### src/hw/fjv_pkg.sv
// constants, state codes and register map of the frequency jump and vector surge element
// assumes one 200 MHz clock; registers sit behind an AXI4-Lite slave
//
// What this block does
// - all three voltages low blocks evaluation
// - jump modes check pickup and change limit
// - pickup unblocked: alarm, start window same cycle
// - trip when change reaches limit in window
// - window expiry without change: no trip
// - after expiry stay locked until re-crossing
// - surge: time each cycle between zero crossings
// - cycle deviation from reference is surge angle
// - surge above threshold trips without delay
// - vote all/two/one phases; alarm and trip together
// - phase loss blocks surge tripping
// - low-voltage lockout acts before surge trip
// - surge detects mains failure within 60 ms
// - overfrequency dropout at 99.95% or 0.05% rated
// - underfrequency dropout at 100.05% or 0.05% rated
// - set holds pickup, change limit, window length
package fjv_pkg;
   // ****************************************
   // timing
   // ****************************************
   localparam int CLK_PERIOD_NS = 5;
   localparam int MS_NS = 1000000;
   localparam int CYC_PER_MS = MS_NS / CLK_PERIOD_NS;
   localparam int DETECT_MS = 60;
   localparam int DETECT_CYC = DETECT_MS * CYC_PER_MS;
   // dropout ratio 0.05 % as parts per ten thousand
   localparam int DROP_NUM = 5;
   localparam int DROP_DEN = 10000;
   // ****************************************
   // register map, byte offsets
   // ****************************************
   localparam logic [7:0] OFF_CTRL = 8'h00;
   localparam logic [7:0] OFF_PICKUP = 8'h04;
   localparam logic [7:0] OFF_CHG_LIMIT = 8'h08;
   localparam logic [7:0] OFF_WINDOW = 8'h0C;
   localparam logic [7:0] OFF_LV_THRESH = 8'h10;
   localparam logic [7:0] OFF_SURGE_THR = 8'h14;
   localparam logic [7:0] OFF_REF_PERIOD = 8'h18;
   localparam logic [7:0] OFF_RATED = 8'h1C;
   localparam logic [7:0] OFF_STATUS = 8'h20;
   localparam logic [7:0] OFF_INT_STAT = 8'h24;
   localparam logic [7:0] OFF_INT_MASK = 8'h28;
   // ctrl fields
   localparam int CTRL_MODE_LSB = 0;
   localparam int CTRL_VOTE_LSB = 2;
   localparam int CTRL_EN_BIT = 4;
   localparam logic [1:0] MODE_OFF = 2'h0;
   localparam logic [1:0] MODE_UNDER = 2'h1;
   localparam logic [1:0] MODE_OVER = 2'h2;
   localparam logic [1:0] MODE_SURGE = 2'h3;
   localparam logic [1:0] VOTE_ALL = 2'h0;
   localparam logic [1:0] VOTE_TWO = 2'h1;
   // status and interrupt bits
   localparam int ST_ALARM = 0;
   localparam int ST_TRIP = 1;
   localparam int ST_INHIB = 2;
   localparam int ST_LOCK = 3;
   localparam int ST_PLOSS = 4;
   localparam int INT_ALARM = 0;
   localparam int INT_TRIP = 1;
   localparam int INT_LOCK = 2;
   localparam int INT_SURGE = 3;
   localparam int INT_W = 4;
   // reset values
   localparam logic [4:0] CTRL_RST = 5'h00;
   localparam logic [15:0] PICKUP_RST = 16'h1388;
   localparam logic [15:0] CHG_LIMIT_RST = 16'h0032;
   localparam logic [15:0] WINDOW_RST = 16'h0064;
   localparam logic [15:0] LV_THRESH_RST = 16'h0100;
   localparam logic [31:0] SURGE_THR_RST = 32'h0000_7A12;
   localparam logic [31:0] REF_PERIOD_RST = 32'h003D_0900;
   localparam logic [15:0] RATED_RST = 16'h1388;
   typedef enum logic [3:0]
   {
      FJV_IDLE = 4'h1,
      FJV_WIN = 4'h2,
      FJV_TRIP = 4'h4,
      FJV_LOCK = 4'h8
   } fjv_state_e;
endpackage

### src/hw/fjv_freq_jump.sv
// frequency jump (pickup plus change in window) and vector surge protection element
// assumes frequency and voltage words from a front end on clk; zero-crossing pins are async
`timescale 1ns/1ps
module fjv_freq_jump #(
   parameter int FW = 16,
   parameter logic [31:0] DETECT_CYCLES = 32'(fjv_pkg::DETECT_CYC)
)
(
   input wire logic clk,
   input wire logic rst_n,
   input wire logic [7:0] s_axi_awaddr,
   input wire logic s_axi_awvalid,
   output logic s_axi_awready,
   input wire logic [31:0] s_axi_wdata,
   input wire logic [3:0] s_axi_wstrb,
   input wire logic s_axi_wvalid,
   output logic s_axi_wready,
   output logic [1:0] s_axi_bresp,
   output logic s_axi_bvalid,
   input wire logic s_axi_bready,
   input wire logic [7:0] s_axi_araddr,
   input wire logic s_axi_arvalid,
   output logic s_axi_arready,
   output logic [31:0] s_axi_rdata,
   output logic [1:0] s_axi_rresp,
   output logic s_axi_rvalid,
   input wire logic s_axi_rready,
   input wire logic [FW-1:0] freq_ab,
   input wire logic [FW-1:0] freq_bc,
   input wire logic [FW-1:0] freq_ca,
   input wire logic [15:0] line_voltage_ab,
   input wire logic [15:0] line_voltage_bc,
   input wire logic [15:0] line_voltage_ca,
   input wire logic zc_ab,
   input wire logic zc_bc,
   input wire logic zc_ca,
   input wire logic [2:0] phase_loss,
   input wire logic block_in,
   output logic alarm,
   output logic trip,
   output logic irq
);
   logic [4:0] ctrl_r;
   logic [FW-1:0] pickup_r, freq_change_limit_r, rated_frequency_r;
   logic [15:0] supervision_window_r, lv_thresh_r;
   logic [31:0] surge_thr_r, ref_period_r;
   localparam int INT_W_C = fjv_pkg::INT_W;
   logic [INT_W_C-1:0] int_stat_r, int_mask_r, int_set, evt, evt_d_r;
   logic [31:0] rd_mux;
   logic rd_err;
   fjv_pkg::fjv_state_e st_r;
   logic [FW-1:0] f [3];
   logic [FW-1:0] ref_r [3];
   logic [FW+3:0] hyst_pk, hyst_rt;
   logic [FW-1:0] hyst;
   logic [2:0] pick, held, chg;
   logic [2:0] surge_ph;
   logic [1:0] nsurge;
   logic [47:0] win_cnt_r, win_len;
   logic [1:0] mode;
   logic en, lv_all, blocked, start_c, held_any, chg_hit, expired;
   logic vote_met, surge_ok, surge_r, alarm_r, trip_r;
   logic aw_hold_r, w_hold_r;
   logic [7:0] awaddr_r;
   logic [31:0] wdata_r;
   logic [3:0] wstrb_r;
   logic do_wr, do_rd, rd_int;
   // ****************************************
   // evaluation gating and dropout thresholds
   // ****************************************
   assign mode = ctrl_r[fjv_pkg::CTRL_MODE_LSB +: 2];
   assign en = ctrl_r[fjv_pkg::CTRL_EN_BIT];
   assign f[0] = freq_ab;
   assign f[1] = freq_bc;
   assign f[2] = freq_ca;
   // combinational so it wins over a surge result on the same edge
   assign lv_all = (line_voltage_ab < lv_thresh_r) && (line_voltage_bc < lv_thresh_r)
                   && (line_voltage_ca < lv_thresh_r);
   assign blocked = lv_all | block_in | ~en;
   assign hyst_pk = ((FW+4)'(pickup_r) * (FW+4)'(fjv_pkg::DROP_NUM))
                    / (FW+4)'(fjv_pkg::DROP_DEN);
   assign hyst_rt = ((FW+4)'(rated_frequency_r) * (FW+4)'(fjv_pkg::DROP_NUM))
                    / (FW+4)'(fjv_pkg::DROP_DEN);
   // larger of the two offsets, so neither dropout figure is undercut
   assign hyst = (hyst_pk > hyst_rt) ? hyst_pk[FW-1:0] : hyst_rt[FW-1:0];
   always_comb
   begin
      for (int i = 0; i < 3; i++)
      begin
         if (mode == fjv_pkg::MODE_OVER)
         begin
            pick[i] = f[i] > pickup_r;
            held[i] = f[i] >= (pickup_r - hyst);
         end
         else
         begin
            pick[i] = f[i] < pickup_r;
            held[i] = f[i] <= (pickup_r + hyst);
         end
         chg[i] = held[i] && (((f[i] > ref_r[i]) ? f[i] - ref_r[i] : ref_r[i] - f[i])
                  >= freq_change_limit_r);
      end
   end
   assign start_c = (mode == fjv_pkg::MODE_UNDER || mode == fjv_pkg::MODE_OVER)
                    && !blocked && (|pick);
   assign held_any = |held;
   assign chg_hit = |chg;
   assign win_len = 48'(supervision_window_r) * 48'(fjv_pkg::CYC_PER_MS);
   assign expired = (win_cnt_r >= win_len);
   // ****************************************
   // jump element state machine
   // ****************************************
   always_ff @(posedge clk or negedge rst_n)
   begin
      if (!rst_n)
         st_r <= fjv_pkg::FJV_IDLE;
      else
         case (st_r)
            fjv_pkg::FJV_IDLE:
               if (start_c)
                  st_r <= fjv_pkg::FJV_WIN;
            fjv_pkg::FJV_WIN:
               if (!held_any || blocked)
                  st_r <= fjv_pkg::FJV_IDLE;
               else if (chg_hit)
                  st_r <= fjv_pkg::FJV_TRIP;
               else if (expired)
                  st_r <= fjv_pkg::FJV_LOCK;
            fjv_pkg::FJV_TRIP:
               if (!held_any)
                  st_r <= fjv_pkg::FJV_IDLE;
            fjv_pkg::FJV_LOCK:
               if (!held_any)
                  st_r <= fjv_pkg::FJV_IDLE;
            default:
               st_r <= fjv_pkg::FJV_IDLE;
         endcase
   end
   always_ff @(posedge clk or negedge rst_n)
   begin
      if (!rst_n)
         win_cnt_r <= '0;
      else if (st_r == fjv_pkg::FJV_WIN && !expired)
         win_cnt_r <= win_cnt_r + 48'h1;
      else if (st_r != fjv_pkg::FJV_WIN)
         win_cnt_r <= '0;
   end
   always_ff @(posedge clk or negedge rst_n)
   begin
      if (!rst_n)
         for (int i = 0; i < 3; i++)
            ref_r[i] <= '0;
      else if (st_r == fjv_pkg::FJV_IDLE && start_c)
         for (int i = 0; i < 3; i++)
            ref_r[i] <= f[i];
   end
   // ****************************************
   // vector surge
   // ****************************************
   fjv_cycle_meter #(.CW(32), .MAX_CYC(DETECT_CYCLES)) u_meter_ab (
      .clk(clk), .rst_n(rst_n), .zc_pin(zc_ab), .ref_period(ref_period_r),
      .surge_thresh(surge_thr_r), .new_meas(), .surge(surge_ph[0]));
   fjv_cycle_meter #(.CW(32), .MAX_CYC(DETECT_CYCLES)) u_meter_bc (
      .clk(clk), .rst_n(rst_n), .zc_pin(zc_bc), .ref_period(ref_period_r),
      .surge_thresh(surge_thr_r), .new_meas(), .surge(surge_ph[1]));
   fjv_cycle_meter #(.CW(32), .MAX_CYC(DETECT_CYCLES)) u_meter_ca (
      .clk(clk), .rst_n(rst_n), .zc_pin(zc_ca), .ref_period(ref_period_r),
      .surge_thresh(surge_thr_r), .new_meas(), .surge(surge_ph[2]));
   // a silent phase saturates its meter, so failure shows within the detect time
   assign nsurge = 2'(surge_ph[0]) + 2'(surge_ph[1]) + 2'(surge_ph[2]);
   always_comb
   begin
      case (ctrl_r[fjv_pkg::CTRL_VOTE_LSB +: 2])
         fjv_pkg::VOTE_ALL: vote_met = (nsurge == 2'h3);
         fjv_pkg::VOTE_TWO: vote_met = (nsurge >= 2'h2);
         default: vote_met = (nsurge != 2'h0);
      endcase
   end
   assign surge_ok = (mode == fjv_pkg::MODE_SURGE) && !blocked && !(|phase_loss);
   always_ff @(posedge clk or negedge rst_n)
   begin
      if (!rst_n)
         surge_r <= 1'b0;
      else
         surge_r <= vote_met && surge_ok;
   end
   // ****************************************
   // outputs
   // ****************************************
   always_ff @(posedge clk or negedge rst_n)
   begin
      if (!rst_n)
      begin
         alarm_r <= 1'b0;
         trip_r <= 1'b0;
      end
      else
      begin
         alarm_r <= (st_r == fjv_pkg::FJV_IDLE && start_c) || (vote_met && surge_ok)
                    || (st_r == fjv_pkg::FJV_WIN && held_any && !blocked)
                    || (st_r == fjv_pkg::FJV_TRIP && held_any);
         trip_r <= (st_r == fjv_pkg::FJV_WIN && held_any && !blocked && chg_hit)
                   || (st_r == fjv_pkg::FJV_TRIP && held_any)
                   || (vote_met && surge_ok);
      end
   end
   assign alarm = alarm_r;
   assign trip = trip_r;
   AST_TRIP_WITH_ALARM: assert property (@(posedge clk) disable iff (!rst_n)
      trip_r |-> alarm_r) else $error("trip seen without alarm");
   AST_START_ALARM: assert property (@(posedge clk) disable iff (!rst_n)
      (st_r == fjv_pkg::FJV_IDLE && start_c) |=> alarm_r) else $error("pickup gave no alarm");
   AST_WIN_FROM_ZERO: assert property (@(posedge clk) disable iff (!rst_n)
      (st_r == fjv_pkg::FJV_IDLE && start_c) |=> (win_cnt_r == 48'h0)) else $error("window not fresh");
   AST_EXPIRY_NO_TRIP: assert property (@(posedge clk) disable iff (!rst_n)
      (st_r == fjv_pkg::FJV_WIN && expired && !chg_hit && mode != fjv_pkg::MODE_SURGE)
      |=> !trip_r) else $error("trip after window expiry");
   AST_LV_NO_SURGE: assert property (@(posedge clk) disable iff (!rst_n)
      lv_all |=> !surge_r) else $error("surge despite low voltage");
   AST_LOSS_NO_SURGE: assert property (@(posedge clk) disable iff (!rst_n)
      (|phase_loss) |=> !surge_r) else $error("surge despite phase loss");
   AST_DROP_CLEARS: assert property (@(posedge clk) disable iff (!rst_n)
      (st_r == fjv_pkg::FJV_TRIP && !held_any && mode != fjv_pkg::MODE_SURGE)
      |=> (!alarm_r && !trip_r)) else $error("dropout left alarm or trip");
   AST_BVALID_HOLD: assert property (@(posedge clk) disable iff (!rst_n)
      (s_axi_bvalid && !s_axi_bready) |=> s_axi_bvalid) else $error("write response dropped");
   // ****************************************
   // interrupts, read of status clears
   // ****************************************
   // rising edges only; set wins over a clearing read in the same cycle
   assign evt = {surge_r, st_r == fjv_pkg::FJV_LOCK, trip_r, alarm_r};
   assign int_set = evt & ~evt_d_r;
   always_ff @(posedge clk or negedge rst_n)
   begin
      if (!rst_n)
      begin
         int_stat_r <= '0;
         evt_d_r <= '0;
      end
      else
      begin
         int_stat_r <= (rd_int ? '0 : int_stat_r) | int_set;
         evt_d_r <= evt;
      end
   end
   assign irq = |(int_stat_r & int_mask_r);
   // ****************************************
   // axi4-lite slave
   // ****************************************
   assign s_axi_awready = ~aw_hold_r;
   assign s_axi_wready = ~w_hold_r;
   assign s_axi_arready = ~s_axi_rvalid;
   assign do_wr = aw_hold_r && w_hold_r && !s_axi_bvalid;
   assign do_rd = s_axi_arvalid && !s_axi_rvalid;
   assign rd_int = do_rd && (s_axi_araddr == fjv_pkg::OFF_INT_STAT);
   always_ff @(posedge clk or negedge rst_n)
   begin
      if (!rst_n)
      begin
         aw_hold_r <= 1'b0;
         w_hold_r <= 1'b0;
         awaddr_r <= '0;
         wdata_r <= '0;
         wstrb_r <= '0;
         s_axi_bvalid <= 1'b0;
         s_axi_bresp <= 2'h0;
      end
      else
      begin
         if (s_axi_awvalid && !aw_hold_r)
         begin
            aw_hold_r <= 1'b1;
            awaddr_r <= s_axi_awaddr;
         end
         if (s_axi_wvalid && !w_hold_r)
         begin
            w_hold_r <= 1'b1;
            wdata_r <= s_axi_wdata;
            wstrb_r <= s_axi_wstrb;
         end
         if (do_wr)
         begin
            aw_hold_r <= 1'b0;
            w_hold_r <= 1'b0;
            s_axi_bvalid <= 1'b1;
            s_axi_bresp <= (awaddr_r > fjv_pkg::OFF_INT_MASK || awaddr_r[1:0] != 2'h0
                            || awaddr_r == fjv_pkg::OFF_STATUS) ? 2'h2 : 2'h0;
         end
         else if (s_axi_bready)
            s_axi_bvalid <= 1'b0;
      end
   end
   // ****************************************
   // register writes, any strobe writes the word
   // ****************************************
   always_ff @(posedge clk or negedge rst_n)
   begin
      if (!rst_n)
      begin
         ctrl_r <= fjv_pkg::CTRL_RST;
         pickup_r <= FW'(fjv_pkg::PICKUP_RST);
         freq_change_limit_r <= FW'(fjv_pkg::CHG_LIMIT_RST);
         rated_frequency_r <= FW'(fjv_pkg::RATED_RST);
         supervision_window_r <= fjv_pkg::WINDOW_RST;
         lv_thresh_r <= fjv_pkg::LV_THRESH_RST;
         surge_thr_r <= fjv_pkg::SURGE_THR_RST;
         ref_period_r <= fjv_pkg::REF_PERIOD_RST;
         int_mask_r <= '0;
      end
      else if (do_wr && (|wstrb_r))
         case (awaddr_r)
            fjv_pkg::OFF_CTRL: ctrl_r <= wdata_r[4:0];
            fjv_pkg::OFF_PICKUP: pickup_r <= wdata_r[FW-1:0];
            fjv_pkg::OFF_CHG_LIMIT: freq_change_limit_r <= wdata_r[FW-1:0];
            fjv_pkg::OFF_WINDOW: supervision_window_r <= wdata_r[15:0];
            fjv_pkg::OFF_LV_THRESH: lv_thresh_r <= wdata_r[15:0];
            fjv_pkg::OFF_SURGE_THR: surge_thr_r <= wdata_r;
            fjv_pkg::OFF_REF_PERIOD: ref_period_r <= wdata_r;
            fjv_pkg::OFF_RATED: rated_frequency_r <= wdata_r[FW-1:0];
            fjv_pkg::OFF_INT_MASK: int_mask_r <= wdata_r[INT_W_C-1:0];
            default: ;
         endcase
   end
   // ****************************************
   // register reads
   // ****************************************
   always_comb
   begin
      rd_mux = 32'h0000_0000;
      rd_err = 1'b0;
      case (s_axi_araddr)
         fjv_pkg::OFF_CTRL: rd_mux = 32'(ctrl_r);
         fjv_pkg::OFF_PICKUP: rd_mux = 32'(pickup_r);
         fjv_pkg::OFF_CHG_LIMIT: rd_mux = 32'(freq_change_limit_r);
         fjv_pkg::OFF_WINDOW: rd_mux = 32'(supervision_window_r);
         fjv_pkg::OFF_LV_THRESH: rd_mux = 32'(lv_thresh_r);
         fjv_pkg::OFF_SURGE_THR: rd_mux = surge_thr_r;
         fjv_pkg::OFF_REF_PERIOD: rd_mux = ref_period_r;
         fjv_pkg::OFF_RATED: rd_mux = 32'(rated_frequency_r);
         fjv_pkg::OFF_STATUS: rd_mux = 32'({|phase_loss, st_r == fjv_pkg::FJV_LOCK,
                                            blocked, trip_r, alarm_r});
         fjv_pkg::OFF_INT_STAT: rd_mux = 32'(int_stat_r);
         fjv_pkg::OFF_INT_MASK: rd_mux = 32'(int_mask_r);
         default: rd_err = 1'b1;
      endcase
   end
   always_ff @(posedge clk or negedge rst_n)
   begin
      if (!rst_n)
      begin
         s_axi_rvalid <= 1'b0;
         s_axi_rdata <= 32'h0000_0000;
         s_axi_rresp <= 2'h0;
      end
      else if (do_rd)
      begin
         s_axi_rvalid <= 1'b1;
         s_axi_rdata <= rd_mux;
         s_axi_rresp <= rd_err ? 2'h2 : 2'h0;
      end
      else if (s_axi_rready)
         s_axi_rvalid <= 1'b0;
   end
endmodule

### src/hw/fjv_cycle_meter.sv
// per-phase cycle duration meter for the vector surge check
// assumes zc_pin is an asynchronous zero-crossing square wave of one line voltage
`timescale 1ns/1ps
module fjv_cycle_meter #(
   parameter int CW = 32,
   parameter logic [31:0] MAX_CYC = 32'h00B7_1B00
)
(
   input wire logic clk,
   input wire logic rst_n,
   input wire logic zc_pin,
   input wire logic [CW-1:0] ref_period,
   input wire logic [CW-1:0] surge_thresh,
   output logic new_meas,
   output logic surge
);
   logic s1_r, s2_r, s3_r, lvl_r;
   logic [CW-1:0] cnt_r;
   logic [CW-1:0] dev;
   logic zc_rise;
   // ****************************************
   // three-stage sync, change once stages 2 and 3 agree
   // ****************************************
   always_ff @(posedge clk or negedge rst_n)
   begin
      if (!rst_n)
      begin
         s1_r <= 1'b0;
         s2_r <= 1'b0;
         s3_r <= 1'b0;
      end
      else
      begin
         s1_r <= zc_pin;
         s2_r <= s1_r;
         s3_r <= s2_r;
      end
   end
   always_ff @(posedge clk or negedge rst_n)
   begin
      if (!rst_n)
         lvl_r <= 1'b0;
      else if (s2_r == s3_r)
         lvl_r <= s3_r;
   end
   assign zc_rise = s2_r & s3_r & ~lvl_r;
   // ****************************************
   // cycle timer, restarted at each rising crossing
   // ****************************************
   // saturation keeps a dead phase from wrapping back into range
   always_ff @(posedge clk or negedge rst_n)
   begin
      if (!rst_n)
         cnt_r <= '0;
      else if (zc_rise)
         cnt_r <= CW'(1);
      else if (cnt_r < MAX_CYC[CW-1:0])
         cnt_r <= cnt_r + CW'(1);
   end
   assign dev = (cnt_r > ref_period) ? cnt_r - ref_period : ref_period - cnt_r;
   always_ff @(posedge clk or negedge rst_n)
   begin
      if (!rst_n)
      begin
         surge <= 1'b0;
         new_meas <= 1'b0;
      end
      else
      begin
         new_meas <= zc_rise;
         if (zc_rise)
            surge <= (dev > surge_thresh);
         else if (cnt_r == MAX_CYC[CW-1:0])
            surge <= 1'b1;
      end
   end
endmodule

### config.mk
export PLATFORM = sky130hd
export DESIGN_NAME = fjv_freq_jump
export DESIGN_NICKNAME = d
export VERILOG_FILES = /design/src/hw/fjv_pkg.sv /design/src/hw/fjv_freq_jump.sv /design/src/hw/fjv_cycle_meter.sv
export SDC_FILE = /design/constraint.sdc
export NUM_CORES = 2
export LEC_CHECK = 0
export BUFFER_PORTS_ARGS = -buffer_cell sky130_fd_sc_hd__buf_2
export CELL_PAD_IN_SITES_DETAIL_PLACEMENT = 2
export CELL_PAD_IN_SITES_GLOBAL_PLACEMENT = 2
export CORE_UTILIZATION = 40
export DETAILED_ROUTE_END_ITERATION = 10
export GPL_ROUTABILITY_DRIVEN = 1
export PLACE_DENSITY_LB_ADDON = 0.1
export SETUP_SLACK_MARGIN = 0.1
export SYNTH_ARGS = -nofsm -noshare
export SYNTH_HDL_FRONTEND = slang
export SYNTH_SLANG_ARGS = --single-unit
### constraint.sdc
create_clock -name clk -period 16.6 [get_ports clk]
set_input_delay 3.32 -clock clk [delete_from_list [all_inputs] [get_ports clk]]
set_output_delay 3.32 -clock clk [all_outputs]
set_load 0.03 [all_outputs]
==> qor.log <==
INFO  grt            globalRouteMet3Util=0.04558
INFO  clock_network  cts_setup_buffers=0
INFO  final_layout   fraction_of_layout_cells_with_a_size_suffix_above_1=0.1153
INFO  sta            timing_worst_slew_pin_value=1.165ns
INFO  grt            gr-usage-all-layers=0.3226
INFO  placement      portBuffers=203
INFO  worst_setup_path path_common_cell=a21oi_1
INFO  clock_network  cts-resized-gates=0
INFO  sta            setup_total_negative_slack=0ns
INFO  sta            clock_skew=0.03743ns
INFO  detailed_routing antenna_viol_nets_final=0
INFO  grt            global_route.usage.met1=0.4431
INFO  detailed_routing drt_wl_total=208,500um
INFO  flow_run       max_capacitance_violation_count=0
INFO  grt            pin_count_of_the_biggest_net_entering_global_routing=160
INFO  worst_setup_path worst_r2r_path_depth=57
INFO  die            fp.dieH=356.1um
INFO  sta            finalCritPeriodShare=0.9183
INFO  grt            first_global_vias=49,659
INFO  synth          synth_sequential_area_ratio=0.2288
INFO  detailed_routing wl_per_cell=27.45um
INFO  grt            gr-max-usage-layer=met2
INFO  synth          number_of_synthesized_flops_with_an_enable_pin=0
INFO  worst_setup_path cp_data_arrival_time=15.84ns
INFO  min_path       worstHoldStart=u_meter_bc.s1_r$_DFF_PN0_
INFO  final_layout   fillers=13,786
INFO  sta            fmax=0.06560GHz
INFO  sta            final.min_clock_period=15.24ns
INFO  clock_network  clock_pin_slew_on_the_worst_setup_and_hold_paths=0.06ns
INFO  sta            grt_setup_unrepaired=no
INFO  synth          asyncSetResetFlopFracSynth=1.000
INFO  run_status     failed_checks=design-rule violations
INFO  worst_setup_path r2r-end=st_r[3]$_DFFE_PN0P_
INFO  sta            setup_viol=0
INFO  detailed_routing drtPass1Iterations=11
INFO  final_layout   fin_nets=6,945
INFO  final_layout   final_cell_mix=ha_1, inv_1, a21oi_1
INFO  grt            antenna_found_initial=13
INFO  die            die_area=126,800um2
INFO  clock_network  cts-root-buf=clkbuf_16
INFO  detailed_routing vias=46,185
INFO  placement      hpwl_after_detailed_placement=166,200um
INFO  grt            met2_usage_in_global_routing=0.5271
INFO  clock_network  hold_buffers=0
INFO  worst_setup_path slowest_stage=a22oi_1
INFO  placement      place_congestion=0.9285
INFO  worst_setup_path slowest_stage_delay_on_critical_path=0.83ns
INFO  run_status     run_status=finished with violations
INFO  worst_setup_path worstSetupEndpointType=register
INFO  detailed_routing via_per_inst=6.081
INFO  synth          ys_warn_count=0
INFO  clock_network  cts-root-to-sink-buffers=3
INFO  placement      placed_cell_area=52,770um2
INFO  grt            grt_first_pass_wirelength=313,500um
INFO  min_path       min_path_cells=0
INFO  grt            global_route.overflow_total=0
INFO  synth          netlist_instances=5,808
INFO  synth          synthesis.area_per_instance=8.634um2
INFO  sta            hold_violations=0
INFO  worst_setup_path setup.worst_path.class=reg -> reg
INFO  worst_setup_path worstReg2RegStart=rated_frequency_r[3]$_DFFE_PN1P_
INFO  clock_network  tritoncts=built
INFO  final_layout   multi_input_area=35,960um2
INFO  sta            slew_headroom=0.2231
INFO  final_layout   postLayoutCellArea=54,840um2
INFO  worst_setup_path cp-start-kind=register
INFO  detailed_routing drt-initial-drc-count=2,792
INFO  clock_network  cts.sinks=457
INFO  clock_network  insertion_delay=0.71ns
INFO  min_path       hold_path_end=u_meter_bc.s2_r$_DFF_PN0_
INFO  synth          ys_dominant_reg_cell=dfrtp_1
INFO  clock_network  cts_inserted_buffers=59
INFO  final_layout   layout-area-overhead-vs-synth=9.356%
INFO  die            num_rows=129
INFO  clock_network  htreeDepth=2
INFO  final_layout   final_common_cell=ha_1
INFO  worst_setup_path worst-path-max-fanout=12
INFO  die            floorplan.io_pins=206
INFO  synth          netlist-cell-type-count=123
INFO  die            fp.dieW=356.1um
INFO  synth          yosys_register_bits=457
INFO  die            initial_utilization=0.4046
INFO  die            floorplan_core_area=124,000um2
INFO  worst_setup_path worstPathRequired=17.19ns
INFO  final_layout   layout.area.seq=11,480um2
INFO  sta            final-max-slew-violation-count=0
INFO  worst_setup_path regToRegSetupSlack=1.36ns
INFO  synth          mappedNetlistArea=50,150um2
INFO  min_path       min_path_type=reg -> reg
INFO  detailed_routing drt_drc_violations_left=14
==> kinds of logic after synthesis <==
family | synth area share
flops | 0.2288
xor+xnor | 0.05721
compound gates | 0.2240
other cells | 0.00007478
mux | 0.06574
simple gates | 0.1377
fa+ha+maj | 0.2310
buf+inv | 0.05541
==> worst max-delay path by stage <==
stage / start / end / slack (ns) / cells past startpoint
after CTS: rated_frequency_r[3]$_DFFE_PN1P_ / st_r[3]$_DFFE_PN0P_ / 1.46 / 57
after detailed placement: rated_frequency_r[3]$_DFFE_PN1P_ / st_r[3]$_DFFE_PN0P_ / 1.49 / 57
after floorplan: pickup_r[1]$_DFFE_PN0P_ / st_r[3]$_DFFE_PN0P_ / 4.69 / 56
after global placement: rated_frequency_r[3]$_DFFE_PN1P_ / st_r[3]$_DFFE_PN0P_ / 2.36 / 57
final: rated_frequency_r[3]$_DFFE_PN1P_ / st_r[3]$_DFFE_PN0P_ / 1.36 / 57
after global routing: rated_frequency_r[3]$_DFFE_PN1P_ / st_r[3]$_DFFE_PN0P_ / 0.17 / 57
==> registers in the layout, indices dropped and copies added (netlist names), 5 cells and up <==
signal                count
awaddr_r                  8
u_meter_bc.cnt_r         32
ctrl_r                    5
u_meter_ab.cnt_r         32
ref_period_r             32
wdata_r                  32
u_meter_ca.cnt_r         32
win_cnt_r                48
ref_r                    48
supervision_window_r     16
lv_thresh_r              16
pickup_r                 16
s_axi_rdata              32
freq_change_limit_r      16
rated_frequency_r        16
surge_thr_r              32
==> synthesized netlist by cell type (all sizes together), types with 15 or more instances <==
library cell / count / area share
ha: 821 / 0.20
a31oi: 56 / 0.0079
a21o: 332 / 0.050
a222oi: 15 / 0.0030
nand2: 318 / 0.024
o21ai: 339 / 0.034
nand4: 128 / 0.016
xor2: 73 / 0.013
a21oi: 494 / 0.050
inv: 522 / 0.039
and2: 46 / 0.0058
nand2b: 86 / 0.011
and3: 26 / 0.0032
a211oi: 41 / 0.0066
o21a: 28 / 0.0042
mux2: 228 / 0.051
clkbuf: 170 / 0.013
o31ai: 30 / 0.0048
a221oi: 28 / 0.0049
nor2: 369 / 0.028
or3: 35 / 0.0045
buf: 39 / 0.0035
fa: 61 / 0.024
xnor2: 252 / 0.044
nand3: 92 / 0.0093
nor2b: 87 / 0.011
dfrtp: 425 / 0.21
o211ai: 36 / 0.0054
nor3: 92 / 0.0092
a22oi: 54 / 0.0082
nor4: 30 / 0.0042
o21bai: 102 / 0.015
dfstp: 32 / 0.017
mux2i: 70 / 0.014
==> critical path: cells and delay by family, from the launching register on <==
family | cells | cell delay, ns
AOI/OAI and AO/OA | 31 | 7.65
xor gates and xnor gates | 3 | 1.27
adders and majority gates | 7 | 2.02
buffers and inverters | 2 | 0.22
DFF | 1 | 0.58
muxes | 3 | 1.35
and+or+nand+nor | 11 | 2.02
==> per-stage QoR <==
| step | hold slack, ns | setup slack (ns) | instances | utilization |
|---|---|---|---|---|
| 3_3_place_gp | 0.3369 | 2.362 | 7477 | 0.4257 |
| 3_5_place_dp | 0.3364 | 1.490 | 7477 | 0.4257 |
| 2_1_floorplan | 0.3312 | 4.686 | 5809 | - |
| 6_report | 0.3558 | 1.355 | 7595 | 0.4424 |
| 5_1_grt | 0.3653 | 0.1675 | 7591 | 0.4423 |
| 4_1_cts | 0.3614 | 1.455 | 7587 | 0.4422 |
==> layout make-up <==
type	count	share of cell area
Clock buffer	74	0.02977
Timing Repair Buffer	240	0.02400
Tap cell	1637	0.03735
Antenna cell	8	0.0003650
Inverter	523	0.03580
Multi-Input combinational cell	4620	0.6558
Clock inverter	36	0.007689
Sequential cell	457	0.2093
==> routing by layer <==
metal / wire, um / up-vias
met5: 49 / -
met4: 5219 / 8
met3: 11820 / 255
met2: 96400 / 1044
met1: 95010 / 23824
li1: - / 21054
Power is left out: the tool's default activity adds up to more than one toggle a clock period on the data nets, which glitch-free logic cannot reach.
